==> src/spf_pkg.sv <==
// Purpose: shared constants and types for the serial port framing config block
// Assumes: 100 MHz mclk, 16-bit setting words on a plain register port
// Notes:   register offsets are word addresses as printed
package spf_pkg;

    localparam int unsigned      CLK_HZ          = 100_000_000;
    localparam int unsigned      DELAY_UNIT_MS   = 10;
    localparam int unsigned      CYC_PER_UNIT    = CLK_HZ / 1000 * DELAY_UNIT_MS;
    localparam logic [19:0]      CYC_PER_UNIT_W  = 20'(CYC_PER_UNIT);

    localparam logic [15:0] ADDR_PORT_SELECT  = 16'h19fa;
    localparam logic [15:0] ADDR_SERIAL_PARAM = 16'h19fb;
    localparam logic [15:0] ADDR_TX_DELAY     = 16'h19fc;
    localparam logic [15:0] ADDR_NODE_CODE_EN = 16'h19fd;
    localparam logic [15:0] ADDR_START_END    = 16'h19fe;
    localparam logic [15:0] ADDR_STATUS       = 16'h19ff;

    localparam logic [15:0] RST_WORD          = 16'h0000;
    localparam logic [15:0] PORT_SELECT_MASK  = 16'hf00f;

    localparam logic [3:0]  PORT_STANDARD     = 4'h0;
    localparam logic [3:0]  PORT_CUSTOM       = 4'h1;
    localparam logic [3:0]  MODE_COMMAND      = 4'h0;
    localparam logic [3:0]  CODE_EN_ON        = 4'h1;
    localparam logic [3:0]  END_BY_COUNT      = 4'h0;
    localparam logic [3:0]  END_BY_CODE       = 4'h1;
    localparam logic [3:0]  END_BY_CRLF       = 4'h2;

    localparam logic [7:0]  BAUD_MAX_CODE     = 8'h04;
    localparam logic [2:0]  BAUD_STD_SEL      = 3'h3;
    localparam logic [7:0]  FRAME_MAX_CODE    = 8'h0b;
    localparam logic [7:0]  FRAME_HALF        = 8'h06;
    localparam logic [7:0]  FRAME_STOP2       = 8'h03;
    localparam logic [7:0]  NODE_MAX          = 8'h31;
    localparam logic [8:0]  COUNT_FULL        = 9'h100;
    localparam logic [7:0]  CHAR_CR           = 8'h0d;
    localparam logic [7:0]  CHAR_LF           = 8'h0a;

    typedef enum logic [1:0] {PAR_EVEN, PAR_ODD, PAR_NONE} spf_parity_t;
    typedef enum logic [1:0] {END_COUNT, END_CODE, END_CRLF} spf_end_t;

    typedef struct packed {
        logic [2:0]  baud_sel;     // 0..4 = 1.2k..19.2k
        logic        data8;
        logic        stop2;
        spf_parity_t parity;
        logic        tool_bus;
    } spf_frame_t;

    typedef struct packed {
        logic        start_en;
        logic [7:0]  start_code;
        spf_end_t    end_mode;
        logic [7:0]  end_code;
        logic [8:0]  byte_count;
    } spf_rx_cfg_t;

endpackage : spf_pkg

==> src/spf_config.sv <==
// Purpose: setting words, framing decode, transmit delay and receive end detect
// Assumes: inputs synchronous to mclk; rx_byte_vld one cycle per received byte
// Notes:   settings are decoded every cycle, so writes reach the decoded outputs one cycle after the word loads
//          an illegal port, custom baud or format code, or node number raises cfg_err; a bad port falls back to 7E2 9600, bad codes to 1.2k 7E1
//
// Behaviour
// field zero gives standard 7E2 9600 framing
// field one takes custom baud and format
// baud codes 0..4 give 1.2k to 19.2k
// frame format codes 00..11 select framing
// 7/8 data, 1/2 stop, even/odd/none
// transmit delay 0000..9999, default zero
// delay is four BCD digits, 10 ms
// node number two BCD digits, 00..31
// start code enable gates start detection
// start code byte in low bits
// end mode: count, end code, CR LF
// byte count 00 means 256 bytes
// end code byte in high bits
// settings take effect without load command
// tool bus sticks until power or reconnect
// mode field selects command protocol at zero
//
// Decided for this implementation: the address-and-strobe port.
module spf_config (
    input  wire logic                 mclk,
    input  wire logic                 srst,
    input  wire logic [15:0]          reg_addr,
    input  wire logic [15:0]          reg_wdata,
    input  wire logic                 reg_wr,
    input  wire logic                 reg_rd,
    output logic [15:0]               reg_rdata,
    input  wire logic                 cable_reconnect,
    input  wire logic                 tool_bus_seen,
    input  wire logic                 tx_req,
    output logic                      tx_go,
    input  wire logic                 rx_byte_vld,
    input  wire logic [7:0]           rx_byte,
    output logic                      rx_msg_end,
    output logic                      rx_start_ok,
    output spf_pkg::spf_frame_t       frame_cfg,
    output spf_pkg::spf_rx_cfg_t      rx_cfg,
    output logic [4:0]                node_num,
    output logic                      cfg_err
);

    // setting words as written by software; port select keeps bits 15:12 and 3:0 only
    logic [15:0] port_select_word_r;
    logic [15:0] serial_params_word_r;
    logic [15:0] transmit_delay_word_r;
    logic [15:0] node_and_code_enable_word_r;
    logic [15:0] start_end_code_word_r;
    logic        tool_bus_lock_r;
    logic [13:0] delay_units_r;
    logic [19:0] unit_cnt_r;
    logic        delay_busy_r;
    logic [8:0]  rx_cnt_r;
    logic        rx_prev_cr_r;
    logic        rx_in_msg_r;

    function automatic logic bcd_ok(input logic [7:0] v);
        bcd_ok = (v[7:4] <= 4'h9) && (v[3:0] <= 4'h9);
    endfunction : bcd_ok

    function automatic logic [7:0] bcd2bin(input logic [7:0] v);
        bcd2bin = 8'({4'h0, v[7:4]} * 8'd10 + {4'h0, v[3:0]});
    endfunction : bcd2bin

    // register writes; settings drive decode directly
    always_ff @(posedge mclk) begin
        if (srst) begin
            port_select_word_r          <= spf_pkg::RST_WORD;
            serial_params_word_r        <= spf_pkg::RST_WORD;
            transmit_delay_word_r       <= spf_pkg::RST_WORD;
            node_and_code_enable_word_r <= spf_pkg::RST_WORD;
            start_end_code_word_r       <= spf_pkg::RST_WORD;
        end else if (reg_wr) begin
            unique case (reg_addr)
                spf_pkg::ADDR_PORT_SELECT:
                    port_select_word_r <= reg_wdata & spf_pkg::PORT_SELECT_MASK;
                spf_pkg::ADDR_SERIAL_PARAM: serial_params_word_r        <= reg_wdata;
                spf_pkg::ADDR_TX_DELAY:     transmit_delay_word_r       <= reg_wdata;
                spf_pkg::ADDR_NODE_CODE_EN: node_and_code_enable_word_r <= reg_wdata;
                spf_pkg::ADDR_START_END:    start_end_code_word_r       <= reg_wdata;
                // unmapped and status writes are dropped
                default: ;
            endcase
        end
    end

    // tool bus lock, cleared only by reset or cable reconnect
    // a reconnect in the cycle that sees tool bus traffic leaves it set
    always_ff @(posedge mclk) begin
        if (srst) begin
            tool_bus_lock_r <= 1'b0;
        end else if (tool_bus_seen) begin
            tool_bus_lock_r <= 1'b1;
        end else if (cable_reconnect) begin
            tool_bus_lock_r <= 1'b0;
        end
    end

    // status word: delay busy, tool-bus lock, setting error
    logic [15:0] status_word;
    assign status_word = {13'h0000, delay_busy_r, tool_bus_lock_r, cfg_err};

    // read port
    always_ff @(posedge mclk) begin
        if (srst) begin
            reg_rdata <= spf_pkg::RST_WORD;
        end else if (reg_rd) begin
            unique case (reg_addr)
                spf_pkg::ADDR_PORT_SELECT:  reg_rdata <= port_select_word_r;
                spf_pkg::ADDR_SERIAL_PARAM: reg_rdata <= serial_params_word_r;
                spf_pkg::ADDR_TX_DELAY:     reg_rdata <= transmit_delay_word_r;
                spf_pkg::ADDR_NODE_CODE_EN: reg_rdata <= node_and_code_enable_word_r;
                spf_pkg::ADDR_START_END:    reg_rdata <= start_end_code_word_r;
                spf_pkg::ADDR_STATUS:       reg_rdata <= status_word;
                default:                    reg_rdata <= spf_pkg::RST_WORD;
            endcase
        end else begin
            reg_rdata <= spf_pkg::RST_WORD;
        end
    end

    // framing decode
    spf_pkg::spf_frame_t  frame_nxt;
    spf_pkg::spf_rx_cfg_t rx_cfg_nxt;
    logic [7:0]           fmt;
    logic [7:0]           fsub;
    logic                 err_nxt;

    always_comb begin
        fmt        = serial_params_word_r[15:8];
        fsub       = (fmt >= spf_pkg::FRAME_HALF) ? 8'(fmt - spf_pkg::FRAME_HALF) : fmt;
        err_nxt    = 1'b0;
        frame_nxt  = '0;
        // nonzero mode or a held lock selects tool bus
        frame_nxt.tool_bus = tool_bus_lock_r ||
                             (port_select_word_r[15:12] != spf_pkg::MODE_COMMAND);
        if (port_select_word_r[3:0] == spf_pkg::PORT_CUSTOM) begin
            frame_nxt.baud_sel = 3'(serial_params_word_r[2:0]);
            frame_nxt.data8    = (fmt >= spf_pkg::FRAME_HALF);
            frame_nxt.stop2    = (fsub >= spf_pkg::FRAME_STOP2);
            unique case (fsub)
                8'h00, 8'h03: frame_nxt.parity = spf_pkg::PAR_EVEN;
                8'h01, 8'h04: frame_nxt.parity = spf_pkg::PAR_ODD;
                default:      frame_nxt.parity = spf_pkg::PAR_NONE;
            endcase
            if (serial_params_word_r[7:0] > spf_pkg::BAUD_MAX_CODE ||
                fmt > spf_pkg::FRAME_MAX_CODE) begin
                // illegal codes fall back to 1.2k 7E1
                err_nxt            = 1'b1;
                frame_nxt.baud_sel = '0;
                frame_nxt.data8    = 1'b0;
                frame_nxt.stop2    = 1'b0;
                frame_nxt.parity   = spf_pkg::PAR_EVEN;
            end
        end else begin
            frame_nxt.baud_sel = spf_pkg::BAUD_STD_SEL;
            frame_nxt.data8    = 1'b0;
            frame_nxt.stop2    = 1'b1;
            frame_nxt.parity   = spf_pkg::PAR_EVEN;
            err_nxt            = (port_select_word_r[3:0] != spf_pkg::PORT_STANDARD);
        end
        if (!bcd_ok(node_and_code_enable_word_r[7:0]) ||
            node_and_code_enable_word_r[7:0] > spf_pkg::NODE_MAX) begin
            err_nxt = 1'b1;
        end
        rx_cfg_nxt            = '0;
        rx_cfg_nxt.start_en   = (node_and_code_enable_word_r[11:8] == spf_pkg::CODE_EN_ON);
        rx_cfg_nxt.start_code = start_end_code_word_r[7:0];
        rx_cfg_nxt.end_code   = start_end_code_word_r[15:8];
        // byte count 00 stands for a full 256
        rx_cfg_nxt.byte_count = (start_end_code_word_r[15:8] == 8'h00) ?
                                spf_pkg::COUNT_FULL : {1'b0, start_end_code_word_r[15:8]};
        unique case (node_and_code_enable_word_r[15:12])
            spf_pkg::END_BY_CODE: rx_cfg_nxt.end_mode = spf_pkg::END_CODE;
            spf_pkg::END_BY_CRLF: rx_cfg_nxt.end_mode = spf_pkg::END_CRLF;
            default:              rx_cfg_nxt.end_mode = spf_pkg::END_COUNT;
        endcase
    end

    always_ff @(posedge mclk) begin
        if (srst) begin
            frame_cfg <= '0;
            rx_cfg    <= '0;
            node_num  <= '0;
            cfg_err   <= 1'b0;
        end else begin
            frame_cfg <= frame_nxt;
            rx_cfg    <= rx_cfg_nxt;
            node_num  <= 5'(bcd2bin(node_and_code_enable_word_r[7:0]));
            cfg_err   <= err_nxt;
        end
    end

    // weight of a BCD digit of the delay word, units digit first
    function automatic logic [13:0] digit_weight(input int unsigned pos);
        digit_weight = 14'h0001;
        for (int unsigned k = 0; k < pos; k++) begin
            digit_weight = 14'(digit_weight * 14'd10);
        end
    endfunction : digit_weight

    // transmit delay: BCD digits summed into 10 ms units
    logic [13:0] delay_part [5];
    logic [13:0] delay_bin;

    assign delay_part[0] = 14'h0000;
    for (genvar d = 0; d < 4; d++) begin : g_delay_digit
        assign delay_part[d+1] = 14'(delay_part[d] +
            {10'h000, transmit_delay_word_r[4*d +: 4]} * digit_weight(d));
    end
    assign delay_bin = delay_part[4];

    always_ff @(posedge mclk) begin
        if (srst) begin
            delay_busy_r  <= 1'b0;
            delay_units_r <= '0;
            unit_cnt_r    <= '0;
            tx_go         <= 1'b0;
        end else begin
            tx_go <= 1'b0;
            // requests during a running delay are ignored
            if (!delay_busy_r) begin
                if (tx_req) begin
                    if (delay_bin == 14'h0000) begin
                        tx_go <= 1'b1;
                    end else begin
                        delay_busy_r  <= 1'b1;
                        delay_units_r <= delay_bin;
                        unit_cnt_r    <= spf_pkg::CYC_PER_UNIT_W - 20'h00001;
                    end
                end
            // count down one 10 ms unit at a time, then pulse once
            end else if (unit_cnt_r != 20'h00000) begin
                unit_cnt_r <= unit_cnt_r - 20'h00001;
            end else if (delay_units_r == 14'h0001) begin
                delay_busy_r <= 1'b0;
                tx_go        <= 1'b1;
            end else begin
                delay_units_r <= delay_units_r - 14'h0001;
                unit_cnt_r    <= spf_pkg::CYC_PER_UNIT_W - 20'h00001;
            end
        end
    end

    // end conditions for a byte arriving inside a message
    logic end_by_count;
    logic end_by_code;
    logic end_by_crlf;

    always_comb begin
        end_by_count = (rx_cfg.end_mode == spf_pkg::END_COUNT) &&
                       (9'(rx_cnt_r + 9'h001) == rx_cfg.byte_count);
        end_by_code  = (rx_cfg.end_mode == spf_pkg::END_CODE) &&
                       (rx_byte == rx_cfg.end_code);
        end_by_crlf  = (rx_cfg.end_mode == spf_pkg::END_CRLF) && rx_prev_cr_r &&
                       (rx_byte == spf_pkg::CHAR_LF);
    end

    // receive framing: start code gate and end detection
    always_ff @(posedge mclk) begin
        if (srst) begin
            rx_cnt_r     <= '0;
            rx_prev_cr_r <= 1'b0;
            rx_in_msg_r  <= 1'b0;
            rx_msg_end   <= 1'b0;
            rx_start_ok  <= 1'b0;
        end else begin
            rx_msg_end  <= 1'b0;
            rx_start_ok <= 1'b0;
            if (rx_byte_vld) begin
                if (!rx_in_msg_r) begin
                    if (!rx_cfg.start_en || rx_byte == rx_cfg.start_code) begin
                        rx_in_msg_r  <= 1'b1;
                        rx_start_ok  <= 1'b1;
                        rx_cnt_r     <= 9'h001;
                        rx_prev_cr_r <= (rx_byte == spf_pkg::CHAR_CR);
                        // the first byte may end a message; a start code does so only in count mode with count 1
                        if (rx_cfg.end_mode == spf_pkg::END_COUNT &&
                            rx_cfg.byte_count == 9'h001) begin
                            rx_in_msg_r <= 1'b0;
                            rx_msg_end  <= 1'b1;
                        end else if (rx_cfg.end_mode == spf_pkg::END_CODE &&
                                     rx_byte == rx_cfg.end_code && !rx_cfg.start_en) begin
                            rx_in_msg_r <= 1'b0;
                            rx_msg_end  <= 1'b1;
                        end
                    end
                end else begin
                    rx_cnt_r     <= 9'(rx_cnt_r + 9'h001);
                    rx_prev_cr_r <= (rx_byte == spf_pkg::CHAR_CR);
                    if (end_by_count || end_by_code || end_by_crlf) begin
                        rx_in_msg_r <= 1'b0;
                        rx_msg_end  <= 1'b1;
                    end
                end
            end
        end
    end

endmodule : spf_config

==> config.mk <==
export PLATFORM = sky130hd
export DESIGN_NAME = spf_config
export DESIGN_NICKNAME = d
export VERILOG_FILES = /design/src/spf_pkg.sv /design/src/spf_config.sv
export SDC_FILE = /design/constraint.sdc
export NUM_CORES = 1
export LEC_CHECK = 0
export BUFFER_PORTS_ARGS = -buffer_cell sky130_fd_sc_hd__buf_2
export CAP_MARGIN = 20
export CORE_MARGIN = 2
export CORE_UTILIZATION = 59
export CTS_CLUSTER_DIAMETER = 60
export DETAILED_ROUTE_END_ITERATION = 8
export MAX_ROUTING_LAYER = met4
export PLACE_DENSITY = 0.78
export SYNTH_ARGS = -nofsm -noshare
export SYNTH_HDL_FRONTEND = slang
export SYNTH_SLANG_ARGS = --single-unit
==> constraint.sdc <==
create_clock -name mclk -period 6.56 [get_ports mclk]
set_input_delay 0.656 -clock mclk [delete_from_list [all_inputs] [get_ports mclk]]
set_output_delay 0.656 -clock mclk [all_outputs]
set_load 0.05 [all_outputs]
==> out/qor.yml <==
floorplanning:
  die_area_um2: 17700
  rows: 47
  die_y_um: 133
  core_area_um2: 16500
  die_w_um: 133
  initial_utilization: 0.598
  ios: 109
placed_design:
  port_buffers: 108
  dp_slack_ns: 0.634
  dp_hpwl_mm: 18.2
  place_congestion: 0.969
  placed_cells_incl_taps: 1466
critical_path:
  worstReg2RegStart: "transmit_delay_word_r[14]$_SDFFE_PP0P_"
  critPathLaunch: "transmit_delay_word_r[14]$_SDFFE_PP0P_"
  criticalPathCategory: "reg -> reg"
  crit_arrival_ns: 6.29
  start_kind: "flip-flop"
  critPathCaptureType: "flip-flop"
  path_max_fanout: 14
  cp_data_required_time_ns: 6.90
routing:
  wire_per_inst_um: 16.8
  drtAntennaViolNets: 0
  num_vias: 8876
  drt-vias-per-instance: 5.93
  firstDrtPassIters: 7
  wirelength_mm: 25.2
  drtIter0Drc: 680
  drc_errors: 0
timing:
  tns_ns: 0
  fmax_mhz: 168
  setup_ws_ns: 0.609
  period_minus_slack_ns: 5.95
  setup_viol: 0
  slew_viol_final: 0
  skew_ns: 0.0107
  hold_violations: 0
  hold_ws_ns: 0.459
  grt_setup_unrepaired: "false"
  period_share: 0.907
  slew_headroom: 0.301
  tightest_slew_ns: 1.05
synthesis:
  synth_top_area_frac: 0.366
  synthFlopType: "dfxtp_1"
  async_flop_share: 0
  synth_edf_count: 0
  avgSynthCellArea_um2: 8.25
  synth_area_leaders: "dfxtp_1 (37%), ha_1 (7.9%), nand2_1 (6.3%), a21oi_1 (5.7%), nor2_1 (4.2%)"
  synth_cells: 1194
  synth_seq_cells: 180
  synth_seq_area_share: 0.366
  netlist_area_um2: 9850
  yosys_warnings: 0
  synth_cell_types: 65
  syn_nets: 1322
  synth.largest_area_cell: "dfxtp_1"
worst_hold_path:
  min_from: "tool_bus_seen"
  hold_path.class: "in -> reg"
clock_tree:
  clkLatencyLatePin_ns: 0.44
  cts_buffer_depth: 2
  cts_root_buffer: "clkbuf_16"
  numCtsBuffers: 17
  clk_pin_slew_worst_paths_ns: 0.07
  post_cts_buffers: 0
  cts_tree: "yes"
  htreeDepth: 4
  ctsResizeCount: 0
  hold_buffers: 0
  clkSinkCount: 180
finish:
  final_common_cell: "dfxtp_1"
  layout_common_cells: "dfxtp_1 (180), nand2_1 (166), a21oi_1 (112), nor2_1 (109), buf_2 (107)"
  utilization: 0.669
  layout.nets: 1393
  fillers: 1388
  syn_to_final_growth_pct: 11.8
  fin_cells: 1497
  final_layout_size_suffix_gt1_frac: 0.134
  n_antenna_cell: 0
job:
  maxCapViolations: 0
grt:
  track_usage: 0.294
  antenna_found_initial: 0
  grt_max_degree: 99
  grt_pass1_wl_mm: 40.9
  grt_remaining_overflow: 0
  grt_pass1_vias: 8206
power:
  p_leak_uw: 0.00462
  powerDensity_nw_per_um2: 195
  irDropWorstVdd_uv: 182
outcome:
  status: "completed"
[critical path, cell delays in order (launching register included)]
cell and delay, ns:
dfxtp_1 0.41, fa_1 0.61, inv_1 0.10, fa_1 0.51, inv_1 0.04, ha_1 0.31, inv_1 0.10, nor2_1 0.05
o21ai_0 0.14, nand2b_1 0.11, xnor2_1 0.14, ha_1 0.28, ha_1 0.29, ha_1 0.36, a21o_1 0.22, a211o_1 0.29
a211oi_1 0.22, o22ai_1 0.14, xor2_1 0.21, o41a_1 0.40, or2_0 0.53, a221oi_1 0.38
[power breakdown]
part           internal, µW  switching, µW  total, µW
Clock                   499            449        948
Combinational          29.1           65.4       94.5
Sequential             1100           3.88       1100
[worst paths after layout]
kind / to / slack, ns / cells past startpoint
hold reg to reg: rx_prev_cr_r$_SDFFE_PP0P_ / 0.46 / 2
setup / recovery: delay_units_r[0]$_SDFFE_PP0P_ / 0.61 / 21
hold / removal: tool_bus_lock_r$_SDFFE_PP0P_ / 0.46 / 3
setup reg to reg: delay_units_r[0]$_SDFFE_PP0P_ / 0.61 / 21
[stage by stage]
stage | power (µW) | area [µm²]
global route | 2210 | 11000
global placement | 1220 | 10500
CTS | 2150 | 11000
finish | 2140 | 11000
detailed placement | 1220 | 10500
floorplan | 1180 | 9850
[layout make-up]
class                           count  area [µm²]  area share
Multi-Input combinational cell    889        5770       0.524
Sequential cell                   180        3600       0.327
Timing Repair Buffer              114         588      0.0534
Clock buffer                       19         443      0.0402
Tap cell                          220         275      0.0250
Inverter                           63         236      0.0215
Clock inverter                     12         100     0.00909
[registers in the layout, summed over array words and instances (netlist names), 5 cells and up]
register / flops
rx_cfg: 28
unit_cnt_r: 20
node_and_code_enable_word_r: 16
reg_rdata: 16
serial_params_word_r: 16
start_end_code_word_r: 16
transmit_delay_word_r: 16
delay_units_r: 14
rx_cnt_r: 9
frame_cfg: 8
port_select_word_r: 8
node_num: 5
[cell usage after synthesis (4+ instances only)]
library cell / instances
dfxtp_1: 180
nand2_1: 166
a21oi_1: 112
nor2_1: 109
inv_1: 63
ha_1: 62
clkbuf_1: 55
o21ai_0: 40
nor2b_1: 37
xnor2_1: 36
nand3_1: 31
nor3_1: 29
mux2i_1: 20
nor4_1: 19
fa_1: 18
a22oi_1: 15
o22ai_1: 15
xor2_1: 13
or3_1: 12
a32o_1: 11
mux2_2: 10
nand4_1: 10
a211oi_1: 9
a21o_1: 8
a221oi_1: 8
and3_1: 8
a31o_2: 7
nand2b_1: 7
nor3b_1: 7
o21a_1: 7
a22o_1: 6
a311oi_1: 6
a31oi_1: 5
buf_1: 5
or4_1: 4
[logic make-up after synthesis]
family	Yosys count	synth area share
DFF	180	0.366
muxes	30	0.0318
AOI/OAI and AO/OA	271	0.175
and+or+nand+nor	459	0.220
buffers and inverters	125	0.0485
xor gates and xnor gates	49	0.0436
adders and majority gates	80	0.115
[routing by layer]
layer | GRT usage | vias to the layer above | wire length [µm]
li1 | - | 4324 | -
met1 | 0.368 | 4142 | 10700
met2 | 0.482 | 351 | 12200
met3 | 0.0400 | 59 | 1550
met4 | 0.124 | 0 | 786
met5 | - | - | 0
No activity file was read; power rests on OpenSTA's default activity.
